--- config.mk ---
export PLATFORM = sky130hd
export DESIGN_NAME = upp_user_pin_port
export DESIGN_NICKNAME = d
export VERILOG_FILES = /design/src/rtl/upp_user_pin_port.v
export VERILOG_INCLUDE_DIRS = /design/src /design/src/shared
export SDC_FILE = /design/constraint.sdc
export NUM_CORES = 1
export LEC_CHECK = 0
export ABC_AREA = 1
export BUFFER_PORTS_ARGS = -buffer_cell sky130_fd_sc_hd__buf_2
export CAP_MARGIN = 20
export CORE_MARGIN = 1
export CORE_UTILIZATION = 23
export CTS_CLUSTER_DIAMETER = 150
export DETAILED_ROUTE_END_ITERATION = 12
export GPL_ROUTABILITY_DRIVEN = 1
export PLACE_DENSITY = 0.51
export SLEW_MARGIN = 20
export SYNTH_ARGS = -nofsm -noshare
export SYNTH_HDL_FRONTEND = slang
export SYNTH_SLANG_ARGS = --single-unit
--- constraint.sdc ---
create_clock -name clk -period 2.1 [get_ports clk]
set_input_delay 0.42 -clock clk [delete_from_list [all_inputs] [get_ports clk]]
set_output_delay 0.42 -clock clk [all_outputs]
set_load 0.02 [all_outputs]
--- src/shared/upp_regs.vh ---
`ifndef UPP_REGS_VH
`define UPP_REGS_VH

// ----------------------------------------------------------------
// Register addresses
// ----------------------------------------------------------------
`define UPP_SFR_DATA      8'h90
`define UPP_SFR_DIR       8'h91
`define UPP_SFR_TCTL      8'h88
`define UPP_XR_CFG_A      16'hFF90
`define UPP_XR_CFG_B      16'hFF91
`define UPP_XR_CFG_C      16'hFF92
`define UPP_XR_CFG_D      16'hFF93

// ----------------------------------------------------------------
// Field layout and reset values
// ----------------------------------------------------------------
`define UPP_SEL_LO_MSB    2
`define UPP_SEL_LO_LSB    0
`define UPP_SEL_HI_MSB    6
`define UPP_SEL_HI_LSB    4
`define UPP_TCTL_IT0      0
`define UPP_TCTL_IT1      2
`define UPP_CFG_COUNT     4
`define UPP_DIR_RST       8'hFF
`define UPP_CFG_RST       8'h00
`define UPP_DATA_RST      8'hFF

// ----------------------------------------------------------------
// Selector codes
// ----------------------------------------------------------------
`define UPP_SEL_T0        3'h2
`define UPP_SEL_T1        3'h3
`define UPP_SEL_I0_HI     3'h4
`define UPP_SEL_I1_HI     3'h5
`define UPP_SEL_I0_LO     3'h6
`define UPP_SEL_I1_LO     3'h7

`endif

--- src/rtl/upp_user_pin_port.v ---
`timescale 1ns/100ps
`default_nettype none
`include "upp_regs.vh"

module upp_user_pin_port #(
  parameter NPINS = 8
) (
  // Clock and reset
  input  wire             clk,
  input  wire             rst,
  // Special function register port
  input  wire [7:0]       sfrAddr,
  input  wire             sfrWr,
  input  wire [7:0]       sfrWdata,
  output reg  [7:0]       sfrRdata,
  // External memory mapped register port
  input  wire [15:0]      xrAddr,
  input  wire             xrWr,
  input  wire [7:0]       xrWdata,
  output reg  [7:0]       xrRdata,
  // Interrupt flag service
  input  wire             irq0Ack,
  input  wire             irq1Ack,
  // Pins
  input  wire [NPINS-1:0] pinIn,
  output reg  [NPINS-1:0] pinOut,
  output reg  [NPINS-1:0] pinOe,
  output reg  [NPINS-1:0] pinPullUp,
  // Internal resources
  output reg              timer0GateClock,
  output reg              timer1GateClock,
  output reg              extIrq0,
  output reg              extIrq1
);

  // ----------------------------------------------------------------
  // Registers
  // ----------------------------------------------------------------
  reg [NPINS-1:0] syncA_r;
  reg [NPINS-1:0] syncB_r;
  reg [7:0]       dataReg_r;
  reg [7:0]       dirReg_r;
  reg             pullEn_r;
  reg             it0_r;
  reg             it1_r;
  reg [7:0]       cfg_r [0:`UPP_CFG_COUNT-1];
  reg             irq0Prev_r;
  reg             irq1Prev_r;
  reg             irq0Flag_r;
  reg             irq1Flag_r;

  localparam [15:0] CFG_BASE = `UPP_XR_CFG_A;

  wire [2:0]       sel [0:NPINS-1];
  wire [NPINS-1:0] hitT0;
  wire [NPINS-1:0] hitT1;
  wire [NPINS-1:0] hitI0;
  wire [NPINS-1:0] hitI1;
  wire             cfgHit = (xrAddr[15:2] == CFG_BASE[15:2]);

  // ----------------------------------------------------------------
  // Pin synchronisers
  // ----------------------------------------------------------------
  // Two flip-flops on every pin; only the second stage is used.
  always @(posedge clk) begin
    if (rst) begin
      syncA_r <= {NPINS{1'b1}};
      syncB_r <= {NPINS{1'b1}};
    end else begin
      syncA_r <= pinIn;
      syncB_r <= syncA_r;
    end
  end

  // ----------------------------------------------------------------
  // Register writes
  // ----------------------------------------------------------------
  integer k;
  always @(posedge clk) begin
    if (rst) begin
      dataReg_r <= `UPP_DATA_RST;
      dirReg_r  <= `UPP_DIR_RST;
      pullEn_r  <= 1'b1;
      it0_r     <= 1'b0;
      it1_r     <= 1'b0;
      for (k = 0; k < `UPP_CFG_COUNT; k = k + 1) begin
        cfg_r[k] <= `UPP_CFG_RST;
      end
    end else begin
      if (sfrWr && sfrAddr == `UPP_SFR_DATA) begin
        dataReg_r <= sfrWdata;
      end
      // Any direction write, whatever its value, ends the reset pull-ups for good.
      if (sfrWr && sfrAddr == `UPP_SFR_DIR) begin
        dirReg_r <= sfrWdata;
        pullEn_r <= 1'b0;
      end
      // Only the two interrupt-type bits of a timer control write are kept here.
      if (sfrWr && sfrAddr == `UPP_SFR_TCTL) begin
        it0_r <= sfrWdata[`UPP_TCTL_IT0];
        it1_r <= sfrWdata[`UPP_TCTL_IT1];
      end
      if (xrWr && cfgHit) begin
        cfg_r[xrAddr[1:0]] <= {1'b0, xrWdata[`UPP_SEL_HI_MSB:`UPP_SEL_HI_LSB], 1'b0,
                               xrWdata[`UPP_SEL_LO_MSB:`UPP_SEL_LO_LSB]};
      end
    end
  end

  // ----------------------------------------------------------------
  // Per-pin routing
  // ----------------------------------------------------------------
  genvar g;
  generate
    for (g = 0; g < NPINS; g = g + 1) begin : gPin
      // Even pins take the low field, odd pins the high field.
      if (g % 2 == 0) begin : gLo
        assign sel[g] = cfg_r[g/2][`UPP_SEL_LO_MSB:`UPP_SEL_LO_LSB];
      end else begin : gHi
        assign sel[g] = cfg_r[g/2][`UPP_SEL_HI_MSB:`UPP_SEL_HI_LSB];
      end
      assign hitT0[g] = (sel[g] == `UPP_SEL_T0) & syncB_r[g];
      assign hitT1[g] = (sel[g] == `UPP_SEL_T1) & syncB_r[g];
      // Low-active pins are inverted so every hit is high-true at the OR.
      assign hitI0[g] = ((sel[g] == `UPP_SEL_I0_HI) & syncB_r[g]) |
                        ((sel[g] == `UPP_SEL_I0_LO) & ~syncB_r[g]);
      assign hitI1[g] = ((sel[g] == `UPP_SEL_I1_HI) & syncB_r[g]) |
                        ((sel[g] == `UPP_SEL_I1_LO) & ~syncB_r[g]);
    end
  endgenerate

  wire irq0Lvl = |hitI0;
  wire irq1Lvl = |hitI1;

  // ----------------------------------------------------------------
  // Interrupt edge flags and outputs
  // ----------------------------------------------------------------
  wire irq0Edge     = irq0Lvl & ~irq0Prev_r;
  wire irq1Edge     = irq1Lvl & ~irq1Prev_r;
  // A new edge in the acknowledge cycle keeps the flag set.
  wire irq0Flag_nxt = irq0Edge | (irq0Flag_r & ~irq0Ack);
  wire irq1Flag_nxt = irq1Edge | (irq1Flag_r & ~irq1Ack);

  always @(posedge clk) begin
    if (rst) begin
      irq0Prev_r      <= 1'b0;
      irq1Prev_r      <= 1'b0;
      irq0Flag_r      <= 1'b0;
      irq1Flag_r      <= 1'b0;
      timer0GateClock <= 1'b0;
      timer1GateClock <= 1'b0;
      extIrq0         <= 1'b0;
      extIrq1         <= 1'b0;
    end else begin
      irq0Prev_r      <= irq0Lvl;
      irq1Prev_r      <= irq1Lvl;
      irq0Flag_r      <= irq0Flag_nxt;
      irq1Flag_r      <= irq1Flag_nxt;
      timer0GateClock <= |hitT0;
      timer1GateClock <= |hitT1;
      // Edge mode shows the pending flag, so the CPU sees it until it acknowledges.
      extIrq0         <= it0_r ? irq0Flag_nxt : irq0Lvl;
      extIrq1         <= it1_r ? irq1Flag_nxt : irq1Lvl;
    end
  end

  // ----------------------------------------------------------------
  // Pin drive
  // ----------------------------------------------------------------
  // Pull-ups follow the input pins only until the first direction write.
  always @(posedge clk) begin
    if (rst) begin
      pinOut    <= {NPINS{1'b0}};
      pinOe     <= {NPINS{1'b0}};
      pinPullUp <= {NPINS{1'b1}};
    end else begin
      pinOut    <= dataReg_r[NPINS-1:0];
      pinOe     <= ~dirReg_r[NPINS-1:0];
      pinPullUp <= pullEn_r ? ~pinOe : {NPINS{1'b0}};
    end
  end

  // ----------------------------------------------------------------
  // Read back
  // ----------------------------------------------------------------
  always @(posedge clk) begin
    if (rst) begin
      sfrRdata <= 8'h00;
      xrRdata  <= 8'h00;
    end else begin
      // Reads are registered, so data appears one clock after the address.
      case (sfrAddr)
        `UPP_SFR_DATA: sfrRdata <= syncB_r;
        `UPP_SFR_DIR:  sfrRdata <= dirReg_r;
        default:       sfrRdata <= 8'h00;
      endcase
      if (cfgHit) begin
        xrRdata <= cfg_r[xrAddr[1:0]];
      end else begin
        xrRdata <= 8'h00;
      end
    end
  end

endmodule // upp_user_pin_port

`default_nettype wire

# After elaboration in Yosys (flattened, before gate mapping)

Memories as Yosys holds them, arrays and structs flattened. A register that Yosys moved wholly into a read port is not among the register bits.
Cells that the tools add are included.

Add/sub/neg operators: 0
Multiply operators: 0
Div/mod/pow operators: 0
$lt $le $gt $ge: 0
Equality and inequality tests: 52
Shift operators: 0
Mux-type cells: 12
Bitwise logic cells: 85
Reductions and logical operators: 10

Operators by type and width:

| cell                   | number |
|---|---|
| $eq A3 B3 Y1 const B   | 32 |
| $and A1 B1 Y1          | 52 |
| $eq A3 B2 Y1 const B   | 16 |
| $reduce_or A8 Y1       | 4 |
| $eq A8 B8 Y1 const B   | 3 |
| $or A1 B1 Y1           | 18 |
| $not A8 Y8             | 2 |
| $pmux W8 S2            | 1 |
| $eq A14 B14 Y1 const B | 1 |
| $not A1 Y1             | 13 |
| $mux W1                | 8 |
| $mux W8                | 1 |
| $mux W6                | 1 |
| $reduce_or A6 Y1       | 1 |
| $logic_and A1 B1 Y1    | 4 |
| $mux W2                | 1 |
| $reduce_or A2 Y1       | 1 |

Register bits after elaboration: 83
Bits in latches: 0
Memory bits (writable): 24
ROM bits: 0
Bits of input ports: 54
Output and inout port bits: 44
Logic and storage cells: 180
Memories: 1

Memories:

| name  | depth | width | read ports | clocked after memory_dff | wr ports | line                   | source |
|---|---|---|---|---|---|---|---|
| cfg_r | 4     | 6     | 5          | 1                        | 4        | upp_user_pin_port.v:46 | `` reg [7:0] cfg_r [0:`UPP_CFG_COUNT-1]; `` |

# Logic depth before layout (Yosys ltp)

Gate-level depths: netlist of the first run.
An unclocked memory read counts as a cell.

Word-level depth: 8
Depth in mapped cells: 10

# Worst setup path before layout of the first run

No wires, ideal clock.

Kind: input to register
Start: input port xrAddr[3]
End: memory cfg_r[0][0] (netlist bit), enable pin
Library setup time: 377 ps
Data arrival time: 1504 ps
Setup slack: 218 ps
Cell stages on the path: 5
Buffers on the path: 0
Path through: nor2_2 -> nand4_2 -> nor3_4 -> nand3_2 -> o21ai_0

RTL lines:

| item        | line                   | source |
|---|---|---|
| from (decl) | upp_user_pin_port.v:17 | `input wire [15:0] xrAddr,` |
| to (decl)   | upp_user_pin_port.v:46 |  |

==> implementation parameters, run 1 <==
Parameter                              Value

Route
  Detailed-routing iteration count for the pre-antenna-repair pass ... 5
  Final routed wire length divided by cell count ... roughly 12 um
  Final routed DRC violation total ... 0
  Post-detailed-route count of antenna-violating nets ... 0
  Routed WL ... between 10000 and 15000 um
  Iter 0 DRT Violations ... roughly 290
  Routed via count ... approximately 3.4k
  Vias per inst ... approximately 4.1

Critical path
  Startpoint-to-endpoint class of the critical path ... primary input to flip-flop
  Peak fanout along the critical path ... 6
  Element type at the critical path start ... primary input
  Path depth of the worst reg2reg path ... 10
  Slack of the worst reg-to-reg path ... 690 ps
  Endpoint required time on the critical path ... around 2200 ps
  Critical path data arrival time ... between 1500 and 2000 ps
  Startpoint of the most critical register-to-register path ... cfg_r[0][4]
  Crit end category ... flip-flop
  Worst flop-to-flop path endpoint ... extIrq0

Outcome
  Run status ... completed

Layout
  Final Core Density ... 0.2930
  Most common cell after layout, fill and taps aside ... sky130_fd_sc_hd__nand2_1
  Layout overhead on the synthesized area ... 24.69%
  Count of antenna diodes in the layout ... 0
  Final cell count without fillers ... 826
  Layout cells sized above 1 ... 0.2563
  Leading cell types in the layout, fill and taps excluded ... sky130_fd_sc_hd__nand2_1 (96), sky130_fd_sc_hd__buf_2 (93), sky130_fd_sc_hd__dfxtp_1 (81), sky130_fd_sc_hd__inv_1 (71), sky130_fd_sc_hd__nor2_1 (46)
  Net count of the finished layout ... 646

Synthesis
  Synth cell types ... 31
  Total of flip-flops plus latches after synthesis ... 105
  Flip-flop cell with the highest count after synthesis ... sky130_fd_sc_hd__dfxtp_1
  Post-synthesis cell type with the largest combined area ... sky130_fd_sc_hd__dfxtp_1
  Post-synth EDFFs ... 24
  Share of async-settable or async-resettable flops after synthesis ... 0
  Sequential cell area fraction in the yosys report ... 0.5548
  Per-instance average area after synthesis ... ~8.5 um^2
  Largest cells by area after synthesis ... sky130_fd_sc_hd__dfxtp_1 (38%), sky130_fd_sc_hd__edfxtp_1 (17%), sky130_fd_sc_hd__nand2_1 (8.5%)
  Post-synthesis instance area ... roughly 4200 um^2
  Instance count of the mapped netlist ... 495
  YS warnings ... 0
  Area share of the leading cell type in the synthesized netlist ... 0.3841

Power and ir drop
  Net switching share of the total power ... 0.2510
  Proportion of power drawn by flip-flops and latches ... 0.510
  Static Leakage ... around 2.5 nW
  Internal power ... roughly 3.2 mW
  Peak VDD IR ... ~0.47 mV
  Clk pwr share ... 0.412
  Switching power summed over all nets ... approximately 1.1 mW
  Relative contribution of combinational cells to total power ... 0.078
  Pwr dens ... 808.9 nW/um^2

Timing
  Setup clock skew after layout ... approximately 9 ps
  Final TNS setup ... 0 ps
  Unrepaired setup endpoints after global routing ... no
  Relative slew slack ... 0.6331
  Transition time at the pin with the least slew margin ... between 500 and 600 ps
  Fin. Hold Viols ... 0
  Share of the clock period used by the worst path ... 0.7131
  Highest clock rate ... between 0.6 and 0.7 GHz
  Post-route minimum period ... 1498 ps
  Count of endpoints failing setup in the final report ... 0
  Final Slew Violations ... 0

Floorplanning
  Starting Density ... 0.2350
  Width of the die ... 137.5 um
  Placeable core region ... around 18000 um^2
  Die footprint ... 18900 um^2
  Height of the chip ... ~140 um
  Number of rows in the core area ... 49
  I/O pin total ... approximately 100

Clocking
  CTS tree ... built
  Inserted Clock Buffers ... 9
  Number of hold buffers added after CTS ... 0
  Clock slew at reported path FFs ... roughly 70 ps
  Clock tree buffer depth ... 2
  Clock latency reported for the late side of the worst-skew pair ... 340 ps
  Post-CTS setup buffer count ... 0
  Cell chosen for the clock root ... sky130_fd_sc_hd__clkbuf_16
  Number of resized instances in the post-cts repair step ... 0
  CTS sink count ... around 110
  H-tree lvl count ... 3

Global route
  Largest net degree at the start of global routing ... 47
  Number of antenna violations at the first check in global routing ... 0
  Via count of the first global-routing pass ... between 3k and 4k
  Overflow left after global routing ... 0
  First-pass GRT wire length ... about 16000 um
  Total GRT Usage ... 0.1153

Worst hold path
  Min-delay src ... pinIn[1]
  Cell count of the worst hold path ... 2
  Endpoint with the worst hold slack ... syncA_r[1]
  Class of the tightest hold or removal check ... primary input to flip-flop

Job
  Max-Cap Viols ... 0

Placement
  Cell Count Post-Placement ... slightly above 800
  HPWL reported at the end of detailed placement ... a little under 8000 um
  Number of buffer cells added on primary ports ... 93
  Weighted congestion reported at the end of routability-driven placement ... between 0.8 and 0.9
critical path, stage by stage:
cell and delay [ps]:
sky130_fd_sc_hd__buf_2 70, sky130_fd_sc_hd__nand2_1 40, sky130_fd_sc_hd__nor2_1 140, sky130_fd_sc_hd__nand4_2 140, sky130_fd_sc_hd__nor3_4 210, sky130_fd_sc_hd__nand3_2 130, sky130_fd_sc_hd__o21ai_0 210, sky130_fd_sc_hd__buf_4 190
per-layer routing:
metal | GRT usage | wire length (um)
met5 | 0 | 0
met4 | 0.04762 | 155
met3 | 0.01876 | 325
met2 | 0.1901 | 4759
met1 | 0.1487 | 5080
logic make-up after synthesis:
kind of cell / share of synthesized area
buf+inv: 0.08713
flops: 0.5548
other cells: 0.0008883
simple gates: 0.2715
compound gates: 0.08566
worst max path at each step:
stage / cells after the start / start / slack (ps) / to
after floorplan: 5 / xrAddr[3] / 220 / cfg_r[0][0]
after global placement: 8 / xrAddr[13] / 270 / cfg_r[0][2]
after detailed placement: 8 / xrAddr[13] / 240 / cfg_r[0][2]
after CTS: 8 / xrAddr[13] / 610 / cfg_r[0][1]
after global routing: 8 / xrAddr[12] / 460 / cfg_r[0][3]
final: 8 / xrAddr[13] / 600 / cfg_r[0][1]
Yosys cell counts, types with 9 or more instances:
master,n
sky130_fd_sc_hd__nor2_1,46
sky130_fd_sc_hd__dfxtp_1,81
sky130_fd_sc_hd__o211ai_1,10
sky130_fd_sc_hd__a21oi_1,27
sky130_fd_sc_hd__edfxtp_1,24
sky130_fd_sc_hd__nand3_1,21
sky130_fd_sc_hd__nand2_1,96
sky130_fd_sc_hd__nor3_2,9
sky130_fd_sc_hd__nor3_1,19
sky130_fd_sc_hd__inv_1,71
sky130_fd_sc_hd__o21ai_0,27
sky130_fd_sc_hd__clkbuf_1,9
sky130_fd_sc_hd__or2_2,16
metrics by stage:
step / worst slack, ps / hold WS [ps] / area, um^2 / total power [mW]
2_1_floorplan: 218.4 / 389.5 / 4225 / 2.407
3_3_place_gp: 265.9 / 394.3 / 4947 / 2.553
3_5_place_dp: 241.7 / 396.7 / 4947 / 2.555
4_1_cts: 608.7 / 245.2 / 5264 / 4.305
5_1_grt: 455.1 / 246.9 / 5264 / 4.438
6_report: 602.5 / 252.4 / 5264 / 4.258
flip-flops by register name, indices dropped and copies added (netlist names):
signal	count
it1_r	1
cfg_r	24
timer0GateClock	1
it0_r	1
pinOut	8
pinOe	8
sfrRdata	8
syncA_r	8
pinPullUp	8
xrRdata	6
irq0Flag_r	1
extIrq0	1
syncB_r	8
irq0Prev_r	1
irq1Prev_r	1
pullEn_r	1
timer1GateClock	1
dataReg_r	8
dirReg_r	8
extIrq1	1
irq1Flag_r	1
power by group through the flow:
| stage | sequential (mW) | combinational (mW) | clock [mW] |
|---|---|---|---|
| after detailed placement | 2.22 | 0.338 | 0 |
| after CTS | 2.17 | 0.338 | 1.80 |
| after global placement | 2.22 | 0.336 | 0 |
| final | 2.17 | 0.332 | 1.76 |
| after global routing | 2.18 | 0.379 | 1.88 |
| after floorplan | 2.22 | 0.183 | 0 |
cell type report:
cell class / instances / area [um^2]
Inverter: 72 / 270.3
Fill cell: 1942 / 12700
Tap cell: 229 / 286.5
Clock buffer: 11 / 264.0
Sequential cell: 105 / 2342
Timing Repair Buffer: 102 / 533.0
Multi-Input combinational cell: 302 / 1515
Clock inverter: 5 / 52.55
Note: power is estimated with default switching activity, not from simulation.
==> run 2, diff against run 1 <==
==> constraint.sdc (replaced) <==
create_clock -name clk -period 1.5 [get_ports clk]
set_input_delay 0.3 -clock clk [delete_from_list [all_inputs] [get_ports clk]]
set_output_delay 0.3 -clock clk [all_outputs]
set_load 0.02 [all_outputs]
==> run 2 against run 1 <==
Routed wire length rose by 0.53%. Final cell count rose by 0.97%. Critical path depth rose by 2. Register-to-register slack got worse by 510 ps. Sequential power rose by 40%. Non-clock buffer count rose by 8. Design area rose by 1.3%. Critical path type is now flip-flop to flip-flop. Largest cell class unchanged. Largest power group unchanged. Highest routed layer unchanged.
==> implementation parameters, run 2 (synthesized netlist as in run 1, its figures left out) <==
Parameter                              Value

Outcome
  Run status ... completed (unchanged)

Layout
  Net count of the finished layout ... 654 (was 646)
  Post-route cell area ... 5330 um^2 (was 5264 um^2)
  Layout cells sized above 1 ... 0.2694 (was 0.2563)
  Leading cell types in the layout, fill and taps excluded ... sky130_fd_sc_hd__nand2_1 (96), sky130_fd_sc_hd__buf_2 (93), sky130_fd_sc_hd__dfxtp_1 (81), sky130_fd_sc_hd__inv_1 (71), sky130_fd_sc_hd__nor2_1 (43) (was sky130_fd_sc_hd__nand2_1 (96), sky130_fd_sc_hd__buf_2 (93), sky130_fd_sc_hd__dfxtp_1 (81), sky130_fd_sc_hd__inv_1 (71), sky130_fd_sc_hd__nor2_1 (46))
  Most common cell after layout, fill and taps aside ... sky130_fd_sc_hd__nand2_1 (unchanged)
  Layout overhead on the synthesized area ... 26.26% (was 24.69%)
  Reg with most FFs ... cfg_r (unchanged)
  Count of antenna diodes in the layout ... 0 (unchanged)
  Number of flip-flops under the largest register name ... 24 (unchanged)
  Final Core Density ... 0.2967 (was 0.2930)

Route
  Vias per inst ... 4.080 (was 4.137)
  Top sig layer ... met4 (unchanged)
  Detailed-routing iteration count for the pre-antenna-repair pass ... 5 (unchanged)
  Met3 Routed Length ... 490 um (was 325 um)
  Routed WL ... 10380 um (was 10320 um)
  Routed via count ... 3403 (was 3417)
  Met2 routed WL ... 4693 um (was 4759 um)
  Post-detailed-route count of antenna-violating nets ... 0 (unchanged)
  Final routed DRC violation total ... 0 (unchanged)
  Iter 0 DRT Violations ... 229 (was 294)
  Final routed wire length divided by cell count ... 12.44 um (was 12.50 um)
  Detailed-route wire length on metal 1 ... 4851 um (was 5080 um)

Floorplanning
  Starting Density ... 0.2350 (unchanged)
  Number of rows in the core area ... 49 (unchanged)
  Die footprint ... 18900 um^2 (unchanged)
  Placeable core region ... 17960 um^2 (unchanged)
  Height of the chip ... 137.5 um (unchanged)
  I/O pin total ... 98 (unchanged)
  Width of the die ... 137.5 um (unchanged)

Worst hold path
  Class of the tightest hold or removal check ... primary input to flip-flop (unchanged)

Timing
  Fin. Hold Viols ... 0 (unchanged)
  Highest clock rate ... around 0.75 GHz
  Share of the clock period used by the worst path ... 0.8833
  Count of endpoints failing setup in the final report ... 0 (unchanged)
  Unrepaired setup endpoints after global routing ... no (unchanged)
  Post-route minimum period ... 1325 ps
  Setup clock skew after layout ... 4.923 ps (was 9.018 ps)
  Final TNS setup ... 0 ps (unchanged)
  Worst hold slack ... 126.2 ps (was 252.4 ps)
  Final Slew Violations ... 0 (unchanged)

Placement
  HPWL reported at the end of detailed placement ... 7956 um (was 7856 um)
  Number of buffer cells added on primary ports ... 93 (unchanged)
  Weighted congestion reported at the end of routability-driven placement ... 0.8460 (was 0.8090)
  Area post-placement ... 5007 um^2 (was 4947 um^2)

Clocking
  Clock latency reported for the late side of the worst-skew pair ... 350 ps (was 340 ps)
  CTS tree ... built (unchanged)
  Clock slew at reported path FFs ... 80 ps (was 70 ps)
  Clock tree buffer depth ... 2 (unchanged)
  Number of hold buffers added after CTS ... 0 (unchanged)
  H-tree lvl count ... 3 (unchanged)
  Inserted Clock Buffers ... 9 (unchanged)
  Cell chosen for the clock root ... sky130_fd_sc_hd__clkbuf_16 (unchanged)
  CTS sink count ... 105 (unchanged)

Job
  Max-Cap Viols ... 0 (unchanged)

Power and ir drop
  Static Leakage ... 2.522 nW (was 2.487 nW)
  Pwr dens ... 1126 nW/um^2 (was 808.9 nW/um^2)
  Peak VDD IR ... 0.4615 mV (was 0.4731 mV)

Global route
  Largest net degree at the start of global routing ... 47 (unchanged)
  Via count of the first global-routing pass ... 3254 (was 3186)
  Number of antenna violations at the first check in global routing ... 0 (unchanged)
  Overflow left after global routing ... 0 (unchanged)
  Total GRT Usage ... 0.1161 (was 0.1153)
  First-pass GRT wire length ... 16440 um (was 16480 um)

Critical path
  Crit path max-delay cell type ... sky130_fd_sc_hd__edfxtp_1 (was sky130_fd_sc_hd__nor3_4)
  Top cell by count, worst path ... sky130_fd_sc_hd__nand2_1
  Ordered list of cells on the worst path ... inv_1 -> nand2_1 -> nand3_1 -> nand2_1 -> nor2_2 -> nand2_1 -> nand2_1 -> nand3_1 -> nand2_1 -> inv_1 (was buf_2 -> nand2_1 -> nor2_1 -> nand4_2 -> nor3_4 -> nand3_2 -> o21ai_0 -> buf_4)
  Element type at the critical path start ... flip-flop (was primary input)
  Endpoint required time on the critical path ... 1760 ps (was 2160 ps)
  Highest cell delay on the worst timing path ... 470 ps (was 210 ps)
  Peak fanout along the critical path ... 4 (was 6)
  Critical path data arrival time ... 1580 ps (was 1560 ps)
  Crit end category ... flip-flop (unchanged)
  Startpoint-to-endpoint class of the critical path ... flip-flop to flip-flop (was primary input to flip-flop)
[run 2: cell types whose count changed in the layout (fill, tap and decap cells not counted), sizes merged]
cell | previous run | this run
buf | 102 | 110
bufinv | 0 | 1
clkbuf | 11 | 10
clkinv | 2 | 1
inv | 75 | 76
[run 2: final cells by class]
class                   instances  area, um^2
inverters                      72       270.3
clock buffers                  10       229.0
flip-flops and latches        105        2342
well taps                     229       286.5
repair buffers                110       593.1
fillers                      1938       12630
clock inverters                 6       81.33
multi-input cells             302        1528
[run 2: power by group]
group	leakage, nW	internal (mW)	switching, mW	total (mW)
registers	0.891	2.98	0.0616	3.04
logic	1.48	0.185	0.297	0.482
clock network	0.153	1.34	1.15	2.48
total	2.52	4.50	1.50	6.00
[run 2: worst paths after layout]
| path | cells past startpoint | startpoint | slack (ps) | end |
|---|---|---|---|---|
| max | 10 | cfg_r[1][4] | 180 | extIrq0 |
| min | 2 | pinIn[6] | 130 | syncA_r[6] |
| max reg2reg | 10 | cfg_r[1][4] | 180 | extIrq0 |
| min reg2reg | 1 | syncA_r[6] | 410 | syncB_r[6] |
[run 2: critical path, delay by kind of cell, from the launching register on]
family | cells | cell delay, ps
and+or+nand+nor | 8 | 630
DFF | 1 | 470
buffers and inverters | 2 | 120
[run 2: stage by stage]
stage	instances	worst slack, ps	power (mW)
floorplan	496	-88.05	3.370
global placement	818	-112.5	3.583
detailed placement	818	-146.1	3.586
CTS	834	87.80	6.059
global route	834	6.165	6.248
finish	834	175.0	6.002
[run 2: timing repair]
| action | CTS | global route |
|---|---|---|
| setup buffers | 0 | 0 |
| endpoints found under the setup margin | 0 | 2 |
| gates resized for setup | 0 | 4 |
[run 2: metal layers]
layer,global-route usage,vias to the layer above
met4,0.06166,0
met3,0.02171,19
met2,0.1851,96
li1,-,1807
met5,0,-
met1,0.1480,1481
